`src/iefp_cfg.svh`:
```
// register offsets, field positions, reset values and read-as masks of the interrupt control block
// assumes an 8-bit special-function-register space reached by the cpu core
`ifndef IEFP_CFG_SVH
`define IEFP_CFG_SVH
`define IEFP_ADDR_EXT_FLAGS 8'h91
`define IEFP_ADDR_STD_ENABLE 8'hA8
`define IEFP_ADDR_STD_PRIO 8'hB8
`define IEFP_ADDR_EXT_CTRL 8'hD8
`define IEFP_ADDR_EXT_ENABLE 8'hE8
`define IEFP_ADDR_EXT_PRIO 8'hF8
// standard enable and priority fields
`define IEFP_BIT_GLOBAL 7
`define IEFP_STD_ENABLE_MASK 8'hBF
`define IEFP_STD_PRIO_MASK 8'h3F
`define IEFP_STD_PRIO_ONES 8'h80
// extended flags: bits 7..4 hold interrupts 9..6
`define IEFP_BIT_ADDR_MATCH 7
`define IEFP_BIT_DATA_READY 6
`define IEFP_BIT_SPI_DONE 5
`define IEFP_BIT_CONV_END 4
`define IEFP_EXT_FLAGS_ONES 8'h08
`define IEFP_BIT_WAKEUP 3
`define IEFP_EXT_CTRL_ONES 8'h40
`define IEFP_EXT_EN_MASK 8'h1F
`define IEFP_EXT_EN_ONES 8'hE0
`define IEFP_RESET_BYTE 8'h00
`endif

```
`src/iefp_pkg.sv`:
```
// types shared by the interrupt control block
// assumes nothing beyond a SystemVerilog compiler
package iefp_pkg;
  typedef logic [7:0] iefp_byte_t;
  typedef logic [10:0] iefp_src_vec_t;
endpackage

```
`src/iefp_ctrl.sv`:
```
// interrupt enable, priority and extended flag registers of the embedded cpu
// assumes a one-cycle sfr write strobe and a combinational-address read port
`timescale 1ns/1ns
`include "iefp_cfg.svh"
module iefp_ctrl (
  input wire logic sys_clk_in, // cpu clock, 125 MHz
  input wire logic reset_n_in, // async reset, active low
  input wire iefp_pkg::iefp_byte_t sfr_addr_in, // sfr address
  input wire logic sfr_write_in, // write strobe
  input wire iefp_pkg::iefp_byte_t sfr_wdata_in, // write data
  input wire logic sfr_read_in, // read strobe
  output iefp_pkg::iefp_byte_t sfr_rdata_out, // read data, one cycle after strobe
  output logic sfr_hit_out, // read address belongs to this block
  input wire logic timer0_overflow_flag_in, // timer0 flag
  input wire logic timer1_overflow_flag_in, // timer1 flag
  input wire logic timer2_overflow_flag_in, // timer2 overflow flag
  input wire logic timer2_external_flag_in, // timer2 external flag
  input wire logic serial_tx_done_flag_in, // serial transmit done
  input wire logic serial_rx_done_flag_in, // serial receive done
  input wire logic ext_pin0_req_in, // pin0 request flag, already sampled
  input wire logic ext_pin1_req_in, // pin1 request flag, already sampled
  input wire logic radio_addr_match_in, // radio address match level
  input wire logic radio_data_ready_in, // radio data ready level
  input wire logic spi_byte_done_in, // spi byte done pulse
  input wire logic conv_end_in, // converter end-of-conversion level
  input wire logic wakeup_event_in, // pin or timer wakeup pulse
  output iefp_pkg::iefp_src_vec_t irq_high_out, // pending high-level requests
  output iefp_pkg::iefp_src_vec_t irq_low_out // pending low-level requests
);
  import iefp_pkg::*;

  iefp_byte_t standard_interrupt_enable;
  iefp_byte_t standard_interrupt_priority;
  iefp_byte_t extended_interrupt_enable;
  iefp_byte_t extended_interrupt_priority;
  logic addr_match_flag;
  logic data_ready_flag;
  logic spi_byte_done_flag;
  logic conversion_end_flag;
  logic wakeup_flag;

  function automatic logic sel(input iefp_byte_t a, input iefp_byte_t ref_addr);
    sel = (a == ref_addr);
  endfunction

  wire wr_std_en = sfr_write_in & sel(sfr_addr_in, `IEFP_ADDR_STD_ENABLE);
  wire wr_std_pr = sfr_write_in & sel(sfr_addr_in, `IEFP_ADDR_STD_PRIO);
  wire wr_ext_fl = sfr_write_in & sel(sfr_addr_in, `IEFP_ADDR_EXT_FLAGS);
  wire wr_ext_ct = sfr_write_in & sel(sfr_addr_in, `IEFP_ADDR_EXT_CTRL);
  wire wr_ext_en = sfr_write_in & sel(sfr_addr_in, `IEFP_ADDR_EXT_ENABLE);
  wire wr_ext_pr = sfr_write_in & sel(sfr_addr_in, `IEFP_ADDR_EXT_PRIO);

  // extended flags: sticky, hardware never clears them
  iefp_edge_flag #(.EDGE_MODE(1'b1)) u_am (
    .clk_in(sys_clk_in),
    .reset_n_in(reset_n_in),
    .event_in(radio_addr_match_in),
    .write_in(wr_ext_fl),
    .write_value_in(sfr_wdata_in[`IEFP_BIT_ADDR_MATCH]),
    .flag_out(addr_match_flag)
  );
  iefp_edge_flag #(.EDGE_MODE(1'b1)) u_dr (
    .clk_in(sys_clk_in),
    .reset_n_in(reset_n_in),
    .event_in(radio_data_ready_in),
    .write_in(wr_ext_fl),
    .write_value_in(sfr_wdata_in[`IEFP_BIT_DATA_READY]),
    .flag_out(data_ready_flag)
  );
  // byte-done arrives as a pulse, so no edge detection
  iefp_edge_flag #(.EDGE_MODE(1'b0)) u_spi (
    .clk_in(sys_clk_in),
    .reset_n_in(reset_n_in),
    .event_in(spi_byte_done_in),
    .write_in(wr_ext_fl),
    .write_value_in(sfr_wdata_in[`IEFP_BIT_SPI_DONE]),
    .flag_out(spi_byte_done_flag)
  );
  iefp_edge_flag #(.EDGE_MODE(1'b1)) u_eoc (
    .clk_in(sys_clk_in),
    .reset_n_in(reset_n_in),
    .event_in(conv_end_in),
    .write_in(wr_ext_fl),
    .write_value_in(sfr_wdata_in[`IEFP_BIT_CONV_END]),
    .flag_out(conversion_end_flag)
  );
  // wakeup flag left set re-requests after return
  iefp_edge_flag #(.EDGE_MODE(1'b0)) u_wake (
    .clk_in(sys_clk_in),
    .reset_n_in(reset_n_in),
    .event_in(wakeup_event_in),
    .write_in(wr_ext_ct),
    .write_value_in(sfr_wdata_in[`IEFP_BIT_WAKEUP]),
    .flag_out(wakeup_flag)
  );

  always_ff @(posedge sys_clk_in or negedge reset_n_in) begin
    if (!reset_n_in) begin
      standard_interrupt_enable <= `IEFP_RESET_BYTE;
      standard_interrupt_priority <= `IEFP_RESET_BYTE;
      extended_interrupt_enable <= `IEFP_RESET_BYTE;
      extended_interrupt_priority <= `IEFP_RESET_BYTE;
    end else begin
      if (wr_std_en) begin
        standard_interrupt_enable <= sfr_wdata_in & `IEFP_STD_ENABLE_MASK;
      end
      if (wr_std_pr) begin
        standard_interrupt_priority <= sfr_wdata_in & `IEFP_STD_PRIO_MASK;
      end
      if (wr_ext_en) begin
        extended_interrupt_enable <= sfr_wdata_in & `IEFP_EXT_EN_MASK;
      end
      if (wr_ext_pr) begin
        extended_interrupt_priority <= sfr_wdata_in & `IEFP_EXT_EN_MASK;
      end
    end
  end

  wire global_irq_enable = standard_interrupt_enable[`IEFP_BIT_GLOBAL];

  // source order: 0 pin0, 1 timer0, 2 pin1, 3 timer1, 4 serial, 5 timer2,
  // 6 conv end, 7 spi, 8 data ready, 9 addr match, 10 wakeup
  wire [10:0] src_flag = {wakeup_flag, addr_match_flag, data_ready_flag,
    spi_byte_done_flag, conversion_end_flag,
    timer2_overflow_flag_in | timer2_external_flag_in,
    serial_tx_done_flag_in | serial_rx_done_flag_in,
    timer1_overflow_flag_in,
    ext_pin1_req_in,
    timer0_overflow_flag_in,
    ext_pin0_req_in};
  wire [10:0] src_enable = {extended_interrupt_enable[4:0], standard_interrupt_enable[5:0]};
  wire [10:0] src_prio = {extended_interrupt_priority[4:0], standard_interrupt_priority[5:0]};
  wire [10:0] next_high;
  wire [10:0] next_low;

  iefp_src_gate #(.NUM_SRC(11)) u_gate (
    .global_in(global_irq_enable),
    .flag_in(src_flag),
    .enable_in(src_enable),
    .prio_in(src_prio),
    .high_out(next_high),
    .low_out(next_low)
  );

  wire [7:0] ext_flags_view = {addr_match_flag, data_ready_flag, spi_byte_done_flag,
    conversion_end_flag, 4'h0} | `IEFP_EXT_FLAGS_ONES;
  wire [7:0] ext_ctrl_view = {4'h0, wakeup_flag, 3'h0} | `IEFP_EXT_CTRL_ONES;
  wire hit = sel(sfr_addr_in, `IEFP_ADDR_EXT_FLAGS) | sel(sfr_addr_in, `IEFP_ADDR_STD_ENABLE)
    | sel(sfr_addr_in, `IEFP_ADDR_STD_PRIO) | sel(sfr_addr_in, `IEFP_ADDR_EXT_CTRL)
    | sel(sfr_addr_in, `IEFP_ADDR_EXT_ENABLE) | sel(sfr_addr_in, `IEFP_ADDR_EXT_PRIO);
  wire [7:0] next_rdata =
    sel(sfr_addr_in, `IEFP_ADDR_EXT_FLAGS) ? ext_flags_view :
    sel(sfr_addr_in, `IEFP_ADDR_STD_ENABLE) ? standard_interrupt_enable :
    sel(sfr_addr_in, `IEFP_ADDR_STD_PRIO) ? (standard_interrupt_priority | `IEFP_STD_PRIO_ONES) :
    sel(sfr_addr_in, `IEFP_ADDR_EXT_CTRL) ? ext_ctrl_view :
    sel(sfr_addr_in, `IEFP_ADDR_EXT_ENABLE) ? (extended_interrupt_enable | `IEFP_EXT_EN_ONES) :
    sel(sfr_addr_in, `IEFP_ADDR_EXT_PRIO) ? (extended_interrupt_priority | `IEFP_EXT_EN_ONES) :
    8'h00;

  // registered outputs add one cycle; cpu samples once per instruction anyway
  always_ff @(posedge sys_clk_in or negedge reset_n_in) begin
    if (!reset_n_in) begin
      irq_high_out <= 11'h000;
      irq_low_out <= 11'h000;
      sfr_rdata_out <= 8'h00;
      sfr_hit_out <= 1'b0;
    end else begin
      irq_high_out <= next_high;
      irq_low_out <= next_low;
      sfr_rdata_out <= sfr_read_in ? next_rdata : 8'h00;
      sfr_hit_out <= sfr_read_in & hit;
    end
  end
endmodule

```
`src/iefp_edge_flag.sv`:
```
// one sticky interrupt flag set by a rising edge, a pulse or a software write of one
// assumes event inputs are synchronous to the clock
`timescale 1ns/1ns
module iefp_edge_flag #(
  parameter bit EDGE_MODE = 1'b1
) (
  input wire logic clk_in, // system clock
  input wire logic reset_n_in, // async reset, active low
  input wire logic event_in, // hardware event level or pulse
  input wire logic write_in, // software write strobe for this flag
  input wire logic write_value_in, // value written
  output logic flag_out // sticky flag
);
  logic event_prev;
  wire hw_set = EDGE_MODE ? (event_in & ~event_prev) : event_in;
  // hardware set beats a software clear in the same cycle
  wire next_flag = hw_set | (write_in ? write_value_in : flag_out);
  always_ff @(posedge clk_in or negedge reset_n_in) begin
    if (!reset_n_in) begin
      event_prev <= 1'b0;
      flag_out <= 1'b0;
    end else begin
      event_prev <= event_in;
      flag_out <= next_flag;
    end
  end
endmodule

```
`src/iefp_src_gate.sv`:
```
// per-source gating of the eleven interrupt sources into pending requests and levels
// assumes enables and flags are already registered
`timescale 1ns/1ns
module iefp_src_gate #(
  parameter int NUM_SRC = 11
) (
  input wire logic global_in, // global enable
  input wire logic [NUM_SRC-1:0] flag_in, // per-source request
  input wire logic [NUM_SRC-1:0] enable_in, // per-source enable
  input wire logic [NUM_SRC-1:0] prio_in, // per-source high priority
  output logic [NUM_SRC-1:0] high_out, // pending, high level
  output logic [NUM_SRC-1:0] low_out // pending, low level
);
  // refused while elaborating, so a bad count never reaches simulation
  if (NUM_SRC < 1) begin : g_bad_count
    $error("iefp_src_gate needs at least one source");
  end
  genvar i;
  generate
    for (i = 0; i < NUM_SRC; i++) begin : g_src
      wire pend = global_in & enable_in[i] & flag_in[i];
      assign high_out[i] = pend & prio_in[i];
      assign low_out[i] = pend & ~prio_in[i];
    end
  endgenerate
endmodule

```
`config.mk`:
```
export PLATFORM = sky130hd
export DESIGN_NAME = iefp_ctrl
export DESIGN_NICKNAME = d
export VERILOG_FILES = /design/src/iefp_pkg.sv /design/src/iefp_ctrl.sv /design/src/iefp_edge_flag.sv /design/src/iefp_src_gate.sv
export VERILOG_INCLUDE_DIRS = /design/src
export SDC_FILE = /design/constraint.sdc
export NUM_CORES = 1
export LEC_CHECK = 0
export BUFFER_PORTS_ARGS = -buffer_cell sky130_fd_sc_hd__buf_2
export CAP_MARGIN = 20
export CORE_MARGIN = 5
export CORE_UTILIZATION = 40
export CTS_CLUSTER_DIAMETER = 120
export CTS_CLUSTER_SIZE = 8
export DETAILED_ROUTE_END_ITERATION = 8
export SYNTH_ARGS = -nofsm -noshare
export SYNTH_HDL_FRONTEND = slang
export SYNTH_SLANG_ARGS = --single-unit
```
`constraint.sdc`:
```
create_clock -name sys_clk_in -period 2.58 [get_ports sys_clk_in]
set_clock_uncertainty 0.05 [all_clocks]
set_input_delay 0.516 -clock sys_clk_in [delete_from_list [all_inputs] [get_ports sys_clk_in]]
set_output_delay 0.516 -clock sys_clk_in [all_outputs]
set_load 0.005 [all_outputs]
```
==> flow_summary.toml <==
[cells_and_area]
multi_input_area_um2 = 942
seqCellArea_um2 = 1550
nets = 309
antenna_cells = 0
design_area_um2 = 3220
final_util = 0.511
fillCellCount = 565
drive_above_1_share = 0.427
final_cells = 358
area_growth_pct = 24.6

[synthesis]
synth-seq-area-share = 0.599
netlist-cell-type-count = 30
netlist_instances = 204
yosysWarningCount = 0
syn_nets = 237
synth.avg_cell_area_um2 = 12.7
syn-cell-area_um2 = 2590
synth.ff_latch_count = 62

[worst_setup_path]
crit_path_max_fanout = 10
cp-startpoint = "sfr_addr_in[5]"
crit_chain = "buf_2, nand4b_1, nor4_4, mux2_2"
cpPeakStageDelay_ns = 0.55
criticalPathCategory = "input pin to flop"
crit-reg2reg-launch = "standard_interrupt_enable[7]"
slowest_stage = "nor4_4"
crit_arrival_ns = 2.03
rrSetupSlack_ns = 1.27
path_buf_inv = 1
worstPathRequired_ns = 2.75
startpoint_type = "input pin"
endpoint_kind = "flop"
crit_family = "simple AND/OR/NAND/NOR gates"

[routing]
vias_per_cell = 5.04
routedWlPerCell_um = 15.8
drt-total-wl_mm = 5.65
vias = 1806
drc = 0
drt_pre_antenna_iters = 4
drt_iter0_drc = 68
ant_nets = 0

[clock_tree]
clkSinkCount = 62
cts-root-buf = "clkbuf_8"
cts_setup_buffers = 0
cts_inserted_buffers = 9
clock_path_buffers = 2
clk_pin_slew_ns = 0.06
cts_hold_buf = 0
cts_tree = "built"
clkLatencyLatePin_ns = 0.34
ctsResizeCount = 0
htreeDepth = 3

[grt]
gr-total-overflow = 0
grt_pass1_wl_mm = 9.76
grt_max_degree = 63
grt_pass1_vias = 1975
grt.total_usage = 0.151
antenna_found_initial = 0

[floorplanning]
die_h_um = 90.4
dieWidth_um = 90.4
rows = 29
core_area_um2 = 6310
start_util = 0.410
num_io_pins = 64
dieArea_um2 = 8180

[timing]
fin_crit_sh = 0.719
period_minus_slack_ns = 1.85
fmax_mhz = 539
tns_ns = 0
rsz0062_at_grt = "no"
maxSlewHeadroom = 0.600
drv_slew = 0
setup_viol = 0
hold_viol = 0
tightestPinTransition_ns = 0.598

[place]
placed_cell_area_um2 = 3020
io_buffers = 63
dp.cells = 342
gp_congestion = 0.728
dp_hpwl_mm = 4.02

[power]
power_density_nw_per_um2 = 615
p_total_mw = 1.98
leakage_nw = 1.61
max-vdd-ir-drop_v = 0.000303

[run]
maxCapViolCount = 0

[run_status]
status = "finished clean"

[worst_hold_path]
hold_class = "input pin to async pin"
==> per-stage QoR <==
step | worst slack (ns) | hold WS, ns
6_report | 0.726 | 0.127
5_1_grt | 0.606 | 0.154
4_1_cts | 0.716 | 0.144
3_5_place_dp | 0.357 | 0.387
3_3_place_gp | 0.394 | 0.391
2_1_floorplan | 0.669 | 0.170
==> layout make-up <==
type                       count  area share
sequential                    62       0.481
multi-input combinational    119       0.292
timing repair buffer          69       0.116
clock buffer                  14      0.0598
tap                           77      0.0299
inverter                      15      0.0175
clock inverter                 2     0.00388
==> metal layers <==
metal | up-vias | share of wire | track usage
li1 | 847 | - | -
met1 | 890 | 0.43 | 0.188
met2 | 61 | 0.48 | 0.238
met3 | 8 | 0.079 | 0.0550
met4 | 0 | 0.015 | 0.0633
met5 | - | 0 | 0
==> path summary, 6_finish.rpt <==
path,end,cells past startpoint
max,standard_interrupt_enable[5],4
min,irq_low_out[0],2
max reg2reg,sfr_rdata_out[7],3
min reg2reg,irq_low_out[4],1
max in group asynchronous,standard_interrupt_enable[5],2
min in group sys_clk_in,u_dr.event_prev,1
==> cell usage in the layout, fill, tap and decap left out, types with 2 or more instances in the layout <==
cell	synthesis	final
a21oi_1	5	5
and4b_1	2	2
buf_2	4	63
buf_4	1	5
clkbuf_8	0	14
dfrtp_1	62	62
inv_1	15	15
mux2_2	24	24
mux2i_1	5	5
mux4_2	5	5
nand2_1	5	5
nand3_1	14	14
nand4_1	2	2
nor2_1	32	32
nor2b_1	7	7
nor4_4	2	2
o2111ai_1	2	2
o211ai_1	2	2
==> cell usage after synthesis, drive strengths merged <==
master | count | share of area
nor4 | 2 | 0.016
nor3 | 1 | 0.0039
clkbuf | 3 | 0.0043
and4bb | 1 | 0.0048
and3 | 1 | 0.0024
dfrtp | 62 | 0.60
nor2b | 7 | 0.017
o211ai | 2 | 0.0058
nand4b | 1 | 0.0034
nand3 | 14 | 0.027
o2111ai | 2 | 0.0068
mux2i | 5 | 0.019
nand4 | 2 | 0.0048
a221oi | 1 | 0.0034
mux2 | 24 | 0.10
nor4b | 2 | 0.015
and4b | 2 | 0.0077
inv | 15 | 0.022
a21oi | 5 | 0.0097
nand2 | 5 | 0.0073
buf | 5 | 0.011
mux4 | 5 | 0.044
o22ai | 1 | 0.0024
or3 | 1 | 0.0024
or3b | 1 | 0.0043
a21o | 1 | 0.0029
nor2 | 32 | 0.046
nor3b | 1 | 0.0029
==> flip-flops by register name, summed over array words and instances, names as in the netlist, 5 cells and up <==
signal / cells
irq_high_out: 11
irq_low_out: 11
sfr_rdata_out: 8
standard_interrupt_enable: 7
standard_interrupt_priority: 6
extended_interrupt_enable: 5
extended_interrupt_priority: 5
==> power breakdown <==
part / internal [mW] / switching (mW) / total [mW]
clock network: 0.478 / 0.365 / 0.844
logic: 0.0583 / 0.0692 / 0.127
registers: 0.993 / 0.0190 / 1.01
total: 1.53 / 0.453 / 1.98
==> cells by family (layout without fill, tap and decap cells) <==
kind of cell | count (synthesis) | count (layout) | share of synthesized area
AOI/OAI and AO/OA | 12 | 12 | 0.0309
buffers and inverters | 23 | 100 | 0.0367
DFF | 62 | 62 | 0.599
muxes | 34 | 34 | 0.167
and+or+nand+nor | 73 | 73 | 0.166
Power figures use the tool's default switching activity.
